`src/sram_ctrl_pkg.sv`:
```
// timing and geometry constants for the static memory controller
// assumes a 125 MHz system clock
package sram_ctrl_pkg;
    localparam int addr_w = 13;
    localparam int data_w = 8;
    localparam int clk_ps = 8000;
    localparam int cnt_w = 5;
    // times in ns, fast grade then slow grade
    localparam int rc_fast_ns = 80;
    localparam int rc_slow_ns = 100;
    localparam int wc_fast_ns = 80;
    localparam int wc_slow_ns = 100;
    localparam int cw_fast_ns = 70;
    localparam int cw_slow_ns = 80;
    localparam int wp_ns = 60;
    localparam int dw_ns = 40;
    localparam int hz_ns = 30;
    localparam int ohz_ns = 20;
    localparam int ow_ns = 10;
    // least times round up
    localparam int rc_fast_cyc = (rc_fast_ns * 1000 + clk_ps - 1) / clk_ps;
    localparam int rc_slow_cyc = (rc_slow_ns * 1000 + clk_ps - 1) / clk_ps;
    localparam int wc_fast_cyc = (wc_fast_ns * 1000 + clk_ps - 1) / clk_ps;
    localparam int wc_slow_cyc = (wc_slow_ns * 1000 + clk_ps - 1) / clk_ps;
    localparam int cw_fast_cyc = (cw_fast_ns * 1000 + clk_ps - 1) / clk_ps;
    localparam int cw_slow_cyc = (cw_slow_ns * 1000 + clk_ps - 1) / clk_ps;
    localparam int wp_cyc = (wp_ns * 1000 + clk_ps - 1) / clk_ps;
    localparam int dw_cyc = (dw_ns * 1000 + clk_ps - 1) / clk_ps;
    // bus turnaround: device float time after gate or select release
    localparam int hz_cyc = (hz_ns * 1000 + clk_ps - 1) / clk_ps;
    localparam int ohz_cyc = (ohz_ns * 1000 + clk_ps - 1) / clk_ps;
    localparam int ow_cyc = (ow_ns * 1000 + clk_ps - 1) / clk_ps;
endpackage

```
`src/sram_ctrl.sv`:
```
// host-side controller for an 8k by 8 asynchronous static memory
// assumes user request inputs synchronous to clk; pins resolved outside
// Contract
// - controller spaces writes by one write cycle time
// - selects held asserted 70 or 80 ns before write end
// - address valid 70 or 80 ns before write end
// - address stable no later than strobe fall
// - write strobe held low at least 60 ns
// - address unchanged until write ends
// - write data valid 40 ns before write end, held to end
// - controller never drives data while device drives it
// - deselect before retention and keep deselected throughout
`timescale 1ns/10ps
module sram_ctrl (
    input wire logic clk, // system clock
    input wire logic reset, // async reset, active high
    input wire logic enable, // clock enable, freezes state when low
    input wire logic slow_grade, // 1 selects the 100 ns limit set
    input wire logic retain, // hold device deselected for retention
    input wire logic req, // access request, one cycle
    input wire logic req_write, // 1 write, 0 read
    input wire logic [sram_ctrl_pkg::addr_w-1:0] req_address, // word address
    input wire logic [sram_ctrl_pkg::data_w-1:0] req_wdata, // write data
    output logic busy, // request would be refused
    output logic rd_valid, // read data pulse
    output logic [sram_ctrl_pkg::data_w-1:0] rd_data, // read data
    output logic [sram_ctrl_pkg::addr_w-1:0] word_address, // memory address pins
    output logic select_low_n, // chip select, active low
    output logic select_high, // chip select, active high
    output logic write_n, // write strobe, active low
    output logic gate_n, // output gate, active low
    input wire logic [sram_ctrl_pkg::data_w-1:0] data_lines_in, // data pins in
    output logic [sram_ctrl_pkg::data_w-1:0] data_lines_out, // data pins out
    output logic data_lines_oe // drive enable for data pins
);
    typedef enum logic [2:0] {idle, rd_access, rd_float, wr_strobe, wr_recover, hold_off}
        state_e;

    localparam logic [sram_ctrl_pkg::cnt_w-1:0] rc_f =
        sram_ctrl_pkg::cnt_w'(sram_ctrl_pkg::rc_fast_cyc);
    localparam logic [sram_ctrl_pkg::cnt_w-1:0] rc_s =
        sram_ctrl_pkg::cnt_w'(sram_ctrl_pkg::rc_slow_cyc);
    localparam logic [sram_ctrl_pkg::cnt_w-1:0] wc_f =
        sram_ctrl_pkg::cnt_w'(sram_ctrl_pkg::wc_fast_cyc);
    localparam logic [sram_ctrl_pkg::cnt_w-1:0] wc_s =
        sram_ctrl_pkg::cnt_w'(sram_ctrl_pkg::wc_slow_cyc);
    localparam logic [sram_ctrl_pkg::cnt_w-1:0] cw_f =
        sram_ctrl_pkg::cnt_w'(sram_ctrl_pkg::cw_fast_cyc);
    localparam logic [sram_ctrl_pkg::cnt_w-1:0] cw_s =
        sram_ctrl_pkg::cnt_w'(sram_ctrl_pkg::cw_slow_cyc);
    localparam logic [sram_ctrl_pkg::cnt_w-1:0] hz_c =
        sram_ctrl_pkg::cnt_w'(sram_ctrl_pkg::hz_cyc);
    localparam logic [sram_ctrl_pkg::cnt_w-1:0] ow_c =
        sram_ctrl_pkg::cnt_w'(sram_ctrl_pkg::ow_cyc);

    state_e state;
    state_e next_state;
    logic [sram_ctrl_pkg::data_w-1:0] next_rd_data;
    logic [sram_ctrl_pkg::addr_w-1:0] next_word_address;
    logic [sram_ctrl_pkg::data_w-1:0] next_data_lines_out;
    logic next_select, next_write_n, next_gate_n, next_oe, next_rd_valid, next_busy;
    logic was_retain, next_was_retain;
    logic t_load, t_done, s_load, s_done;
    logic [sram_ctrl_pkg::cnt_w-1:0] t_value, s_value;
    logic [sram_ctrl_pkg::cnt_w-1:0] rc_c, wc_c, cw_c, phase_c;

    // one grade input picks the read, write and select limits at once; float and recovery are fixed
    assign rc_c = slow_grade ? rc_s : rc_f;
    assign wc_c = slow_grade ? wc_s : wc_f;
    assign cw_c = slow_grade ? cw_s : cw_f;
    // strobe phase covers the longer of pulse width and select-to-end
    assign phase_c = cw_c;

    // phase timer: access, strobe, float waits
    cycle_timer phase_timer (
        .clk(clk),
        .reset(reset),
        .enable(enable),
        .load(t_load),
        .value(t_value),
        .done(t_done)
    );

    // spacing timer: full read or write cycle from start
    cycle_timer space_timer (
        .clk(clk),
        .reset(reset),
        .enable(enable),
        .load(s_load),
        .value(s_value),
        .done(s_done)
    );

    always_comb begin
        next_state = state;
        next_rd_data = rd_data;
        next_word_address = word_address;
        next_data_lines_out = data_lines_out;
        next_select = ~select_low_n;
        next_write_n = write_n;
        next_gate_n = gate_n;
        next_oe = data_lines_oe;
        next_rd_valid = 1'b0;
        next_was_retain = was_retain;
        t_load = 1'b0;
        t_value = '0;
        s_load = 1'b0;
        s_value = '0;
        case (state)
            idle: begin
                if (retain) begin
                    next_select = 1'b0;
                    next_was_retain = 1'b1;
                end else if (was_retain) begin
                    next_was_retain = 1'b0;
                    next_state = hold_off;
                    t_load = 1'b1;
                    t_value = rc_c;
                end else if (req && s_done) begin
                    next_word_address = req_address;
                    next_select = 1'b1;
                    s_load = 1'b1;
                    t_load = 1'b1;
                    if (req_write) begin
                        next_write_n = 1'b0;
                        next_gate_n = 1'b1;
                        next_data_lines_out = req_wdata;
                        next_oe = 1'b1;
                        s_value = wc_c;
                        t_value = phase_c;
                        next_state = wr_strobe;
                    end else begin
                        next_gate_n = 1'b0;
                        next_oe = 1'b0;
                        s_value = rc_c;
                        t_value = rc_c;
                        next_state = rd_access;
                    end
                end
            end
            rd_access: begin
                if (t_done) begin
                    next_rd_data = data_lines_in;
                    next_rd_valid = 1'b1;
                    next_gate_n = 1'b1;
                    next_select = 1'b0;
                    t_load = 1'b1;
                    t_value = hz_c;
                    next_state = rd_float;
                end
            end
            rd_float: begin
                if (t_done) begin
                    next_state = idle;
                end
            end
            wr_strobe: begin
                // address and data held untouched to the end
                if (t_done) begin
                    next_write_n = 1'b1;
                    next_select = 1'b0;
                    t_load = 1'b1;
                    t_value = ow_c;
                    next_state = wr_recover;
                end
            end
            wr_recover: begin
                // data held past strobe rise, released before device may drive
                if (t_done) begin
                    next_oe = 1'b0;
                    next_state = idle;
                end
            end
            hold_off: begin
                next_select = 1'b0;
                if (t_done) begin
                    next_state = idle;
                end
            end
            default: begin
                next_state = idle;
            end
        endcase
        next_busy = (next_state != idle) || retain || next_was_retain;
    end

    always_ff @(posedge clk or posedge reset) begin
        if (reset) begin
            state <= idle;
            rd_data <= '0;
            rd_valid <= 1'b0;
            word_address <= '0;
            data_lines_out <= '0;
            select_low_n <= 1'b1;
            select_high <= 1'b0;
            write_n <= 1'b1;
            gate_n <= 1'b1;
            data_lines_oe <= 1'b0;
            was_retain <= 1'b0;
            busy <= 1'b1;
        end else if (enable) begin
            state <= next_state;
            rd_data <= next_rd_data;
            rd_valid <= next_rd_valid;
            word_address <= next_word_address;
            data_lines_out <= next_data_lines_out;
            select_low_n <= ~next_select;
            select_high <= next_select;
            write_n <= next_write_n;
            gate_n <= next_gate_n;
            data_lines_oe <= next_oe;
            was_retain <= next_was_retain;
            busy <= next_busy;
        end
    end

    // never drive data while the device may be driving a read
    no_contention_a: assert property (@(posedge clk) disable iff (reset)
        !(data_lines_oe && !gate_n && write_n)) else $error("data driven during read");
    strobe_width_a: assert property (@(posedge clk) disable iff (reset)
        enable throughout ($fell(write_n) ##1 1'b1[*7]) |-> !write_n)
        else $error("write strobe too short");
    write_address_a: assert property (@(posedge clk) disable iff (reset)
        !write_n && $past(!write_n) |-> $stable(word_address)) else $error("address moved");
    write_data_a: assert property (@(posedge clk) disable iff (reset)
        !write_n |-> data_lines_oe) else $error("write data not driven");
    select_during_write_a: assert property (@(posedge clk) disable iff (reset)
        !write_n |-> (!select_low_n && select_high)) else $error("write without select");
    retain_deselect_a: assert property (@(posedge clk) disable iff (reset)
        $past(retain) && $past(enable) && $past(state == idle) |-> select_low_n)
        else $error("selected during retention");
    // address launched with the strobe, never one cycle behind it
    address_setup_a: assert property (@(posedge clk) disable iff (reset)
        $fell(write_n) |=> $stable(word_address))
        else $error("address late");
    read_space_a: assert property (@(posedge clk) disable iff (reset)
        enable throughout ($fell(gate_n) ##1 1'b1[*8]) |-> !gate_n)
        else $error("read cycle too short");
    selects_agree_a: assert property (@(posedge clk) disable iff (reset)
        select_high == !select_low_n) else $error("selects disagree");
    read_cover: cover property (@(posedge clk) disable iff (reset) rd_valid);
    write_cover: cover property (@(posedge clk) disable iff (reset) $rose(write_n));
    retain_cover: cover property (@(posedge clk) disable iff (reset) state == hold_off);
endmodule

```
`src/cycle_timer.sv`:
```
// down counter that loads a cycle count and flags zero
// assumes load and enable in the same clock domain
`timescale 1ns/10ps
module cycle_timer (
    input wire logic clk, // system clock
    input wire logic reset, // async reset, active high
    input wire logic enable, // clock enable
    input wire logic load, // load count
    input wire logic [sram_ctrl_pkg::cnt_w-1:0] value, // count to load
    output logic done // count at zero
);
    logic [sram_ctrl_pkg::cnt_w-1:0] count;
    logic [sram_ctrl_pkg::cnt_w-1:0] next_count;

    always_comb begin
        next_count = count;
        if (load) begin
            next_count = value;
        end else if (count != '0) begin
            next_count = count - 1'b1;
        end
    end

    always_ff @(posedge clk or posedge reset) begin
        if (reset) begin
            count <= '0;
        end else if (enable) begin
            count <= next_count;
        end
    end

    assign done = (count == '0);
endmodule

```
`config.mk`:
```
export PLATFORM = sky130hd
export DESIGN_NAME = sram_ctrl
export DESIGN_NICKNAME = d
export VERILOG_FILES = /design/src/sram_ctrl_pkg.sv /design/src/sram_ctrl.sv /design/src/cycle_timer.sv
export SDC_FILE = /design/constraint.sdc
export NUM_CORES = 1
export LEC_CHECK = 0
export ABC_AREA = 1
export BUFFER_PORTS_ARGS = -buffer_cell sky130_fd_sc_hd__buf_2
export CORE_MARGIN = 2
export CORE_UTILIZATION = 57
export DETAILED_ROUTE_END_ITERATION = 8
export GPL_ROUTABILITY_DRIVEN = 1
export PLACE_DENSITY = 0.85
export SYNTH_ARGS = -nofsm -noshare
export SYNTH_HDL_FRONTEND = slang
export SYNTH_SLANG_ARGS = --single-unit
```
`constraint.sdc`:
```
create_clock -name clk -period 4.7 [get_ports clk]
set_clock_uncertainty 0.1 [all_clocks]
set_input_delay 0.235 -clock clk [delete_from_list [all_inputs] [get_ports clk]]
set_output_delay 0.235 -clock clk [all_outputs]
set_load 0.02 [all_outputs]
```
==> reports/qor.yml <==
sta:
  fin_setup_tns_ps: 0
  clock.fmax_mhz: 475
  min_period_ps: 2110
  rsz0062_at_grt: "false"
  hold_viol: 0
  fin_crit_sh_pct: 44.8
  worst_pin_slew_ps: 1030
  maxSlewHeadroom_pct: 31.1
  setup_violations: 0
  slew_viol_final: 0
synth:
  synthCells: 332
  synth_area_leader_cell: "dfrtp_1"
  synthDistinctLibCells: 34
  synth_top_family_by_area: "simple AND/OR/NAND/NOR gates"
  syn-cell-area_sq_um: 2730
  yosysWarnings: 0
  synthAdderAreaFrac_pct: 2.29
  synth_compound_area_share_pct: 9.35
  syn_avg_cell_area_sq_um: 8.22
  synth.top_cell.area_share_pct: 42.2
  synthMuxAreaShare_pct: 0
  synth_simple_gate_area_share_pct: 32.4
  synth.area.top_cells: "dfrtp_1 (42%), nand2_1 (13%), nand3_1 (7.0%), inv_1 (5.8%), o21ai_2 (4.2%)"
  syn_nets: 373
  async_flop_share_pct: 100
  synth_seq_cells: 50
  synth_flop_cell: "dfrtp_1"
  synthTopCellsByCount: "nand2_1 (94), dfrtp_1 (46), inv_1 (42)"
  synth-xor-area-share_pct: 1.93
  yosysMostFrequentCell: "nand2_1"
  ys_seq_area_share_pct: 46.0
  synth_edf_count: 0
final_layout:
  fin_nets: 444
  multi_input_area_sq_um: 1250
  seqCellArea_sq_um: 1260
  postLayoutCoreUtil_pct: 68.5
  drive_gt1_share_pct: 30.9
  areaGrowthSynthToFinish_pct: 17.1
  nFillCells: 350
  antenna_cells: 0
power:
  seqPwrFrac_pct: 37.9
  intPower_uw: 1030
  cellLeakagePower_uw: 0.00187
  switchingPower_uw: 871
  power.density_nw_per_um2: 595
  power_uw: 1900
  clockPowerShare_pct: 13.7
  comb_power_share_pct: 48.3
  ir_drop_v: 0.000320
  switching_share_pct: 45.8
run:
  maxCapViolCount: 0
routing:
  drt-initial-drc-count: 176
  postRouteAntennaNets: 0
  drc: 0
  firstDrtPassIters: 7
  wl_um: 5760
  post_drt_wl_per_cell_um: 12.6
  vias: 2354
  viasPerCell: 5.14
critical_path:
  worstPathMaxFanout: 26
  startpoint: "space_timer.count[0]$_DFFE_PP0P_"
  endpoint_kind: "register"
  cp-start-kind: "register"
  crit_type: "reg -> reg"
  critical-path-top-delay-family: "simple AND/OR/NAND/NOR gates"
  cp_common_cell: "inv_1"
  cp.arrival_ps: 2190
  slowest_stage: "dfrtp_1"
  regToRegStartpoint: "space_timer.count[0]$_DFFE_PP0P_"
  crit_chain: "inv_1 > ha_1 > inv_1 > nor2_1 > nand3_2 > nor2_8 > nand3_4 > nand2_1 > o21ai_2"
  path_buf_inv: 2
  slowest_delay_ps: 400
  critPathRequiredTime_ps: 4790
placed_design:
  port_buffers: 71
  detailed_place_hpwl_um: 4160
  gp_congestion: 0.829
die:
  initial_utilization_pct: 58.6
  dieArea_sq_um: 5360
  rows: 25
  die_y_um: 73.2
  die_x_um: 73.2
  core-area_sq_um: 4660
  num_io_pins: 72
clocking:
  clock_path_buffers: 2
  htree_levels: 2
  cts_buffers: 5
  cts.clk_slew.worst_paths_ps: 100
  cts_num_sinks: 50
  cts_hold_buf: 0
  cts_tree: "built"
  insertion_delay_ps: 310
  clock-root-buffer: "clkbuf_8"
  post_cts_buffers: 0
  cts_resized: 0
grt:
  grt_max_degree: 51
  overflow: 0
  grt_usage_pct: 23.4
  grt_first_pass_wirelength_um: 9750
  antenna_found_initial: 0
  grt_pass1_vias: 2132
status:
  status: "finished clean"
hold_path:
  worstHoldPathType: "in -> reg"
  hp-start: "req_wdata[5]"
-- layer usage --
layer | share of wire, % | global-route usage (%) | vias up
met4 | 0.80 | 6.58 | 0
met5 | 0 | 0 | -
li1 | - | - | 1191
met2 | 48 | 36.5 | 83
met3 | 6.9 | 5.52 | 4
met1 | 44 | 32.7 | 1076
-- worst register-to-register path, delay by kind of cell (launching register included) --
family	cells	cell delay [ps]
compound gates	1	70
fa+ha+maj	1	160
buf+inv	2	140
flops	1	400
simple gates	5	1120
-- kinds of logic (layout without fill, tap and decap cells) --
kind of cell | after synthesis | after routing
xor+xnor | 6 | 6
flops | 50 | 50
buf+inv | 52 | 124
compound gates | 39 | 39
simple gates | 180 | 180
fa+ha+maj | 5 | 5
-- layout make-up --
cell class	count	area share, %
clock inverters	3	0.744
repair buffers	71	11.1
well taps	54	2.12
multi-input cells	230	39.2
clock buffers	5	2.15
inverters	45	5.29
flip-flops and latches	50	39.3
-- final timing paths --
kind / slack, ps / cells after the start / to
setup reg to reg: 2590 / 9 / word_address[0]$_DFFE_PP0P_
setup / recovery: 2590 / 9 / word_address[0]$_DFFE_PP0P_
hold reg to reg: 370 / 2 / data_lines_out[4]$_DFFE_PP0P_
min in group asynchronous: 70 / 2 / rd_data[5]$_DFFE_PP0P_
hold / removal: 50 / 3 / data_lines_out[5]$_DFFE_PP0P_
max in group asynchronous: 3800 / 2 / phase_timer.count[3]$_DFFE_PP0P_
-- state kept, by name, indices dropped and copies added, names as in the netlist --
register / flops
word_address: 13
data_lines_out: 8
rd_data: 8
phase_timer.count: 5
space_timer.count: 5
state: 3
busy: 1
data_lines_oe: 1
gate_n: 1
rd_valid: 1
select_high: 1
select_low_n: 1
was_retain: 1
write_n: 1
-- through the flow --
stage                     hold slack (ps)  instances  setup slack, ps  cell area [sq um]
final                                50.0        458             2590               3190
after global placement                349        450             2680               3100
after global routing                 45.8        458             2390               3190
after CTS                            46.1        458             2590               3190
after floorplan                       277        332             2940               2730
after detailed placement              353        450             2590               3100
-- cell usage in the layout (no fill, tap or decap), types with 2 or more instances in the layout --
master	netlist	layout
nand2_1	94	94
buf_2	1	71
dfrtp_1	46	46
inv_1	42	41
nand3_1	38	38
o21ai_0	19	19
nor2_1	17	17
nand2_2	14	14
o21ai_2	13	13
xor2_1	5	5
ha_1	5	5
clkbuf_8	0	5
inv_2	3	4
nand4_1	4	4
dfstp_2	4	4
nor2_4	3	3
nor2_2	2	2
nand3_4	2	2
nor2_8	2	2
clkinvlp_4	0	2
-- power by group through the flow --
stage          Sequential [uW]  Combinational (uW)  Clock, uW
6_report                   721                 919        261
5_1_grt                    741                1040        280
4_1_cts                    720                 925        264
3_5_place_dp               723                 920          0
3_3_place_gp               725                 892          0
2_1_floorplan              837                 565          0
Power figures use the tool's default switching activity.
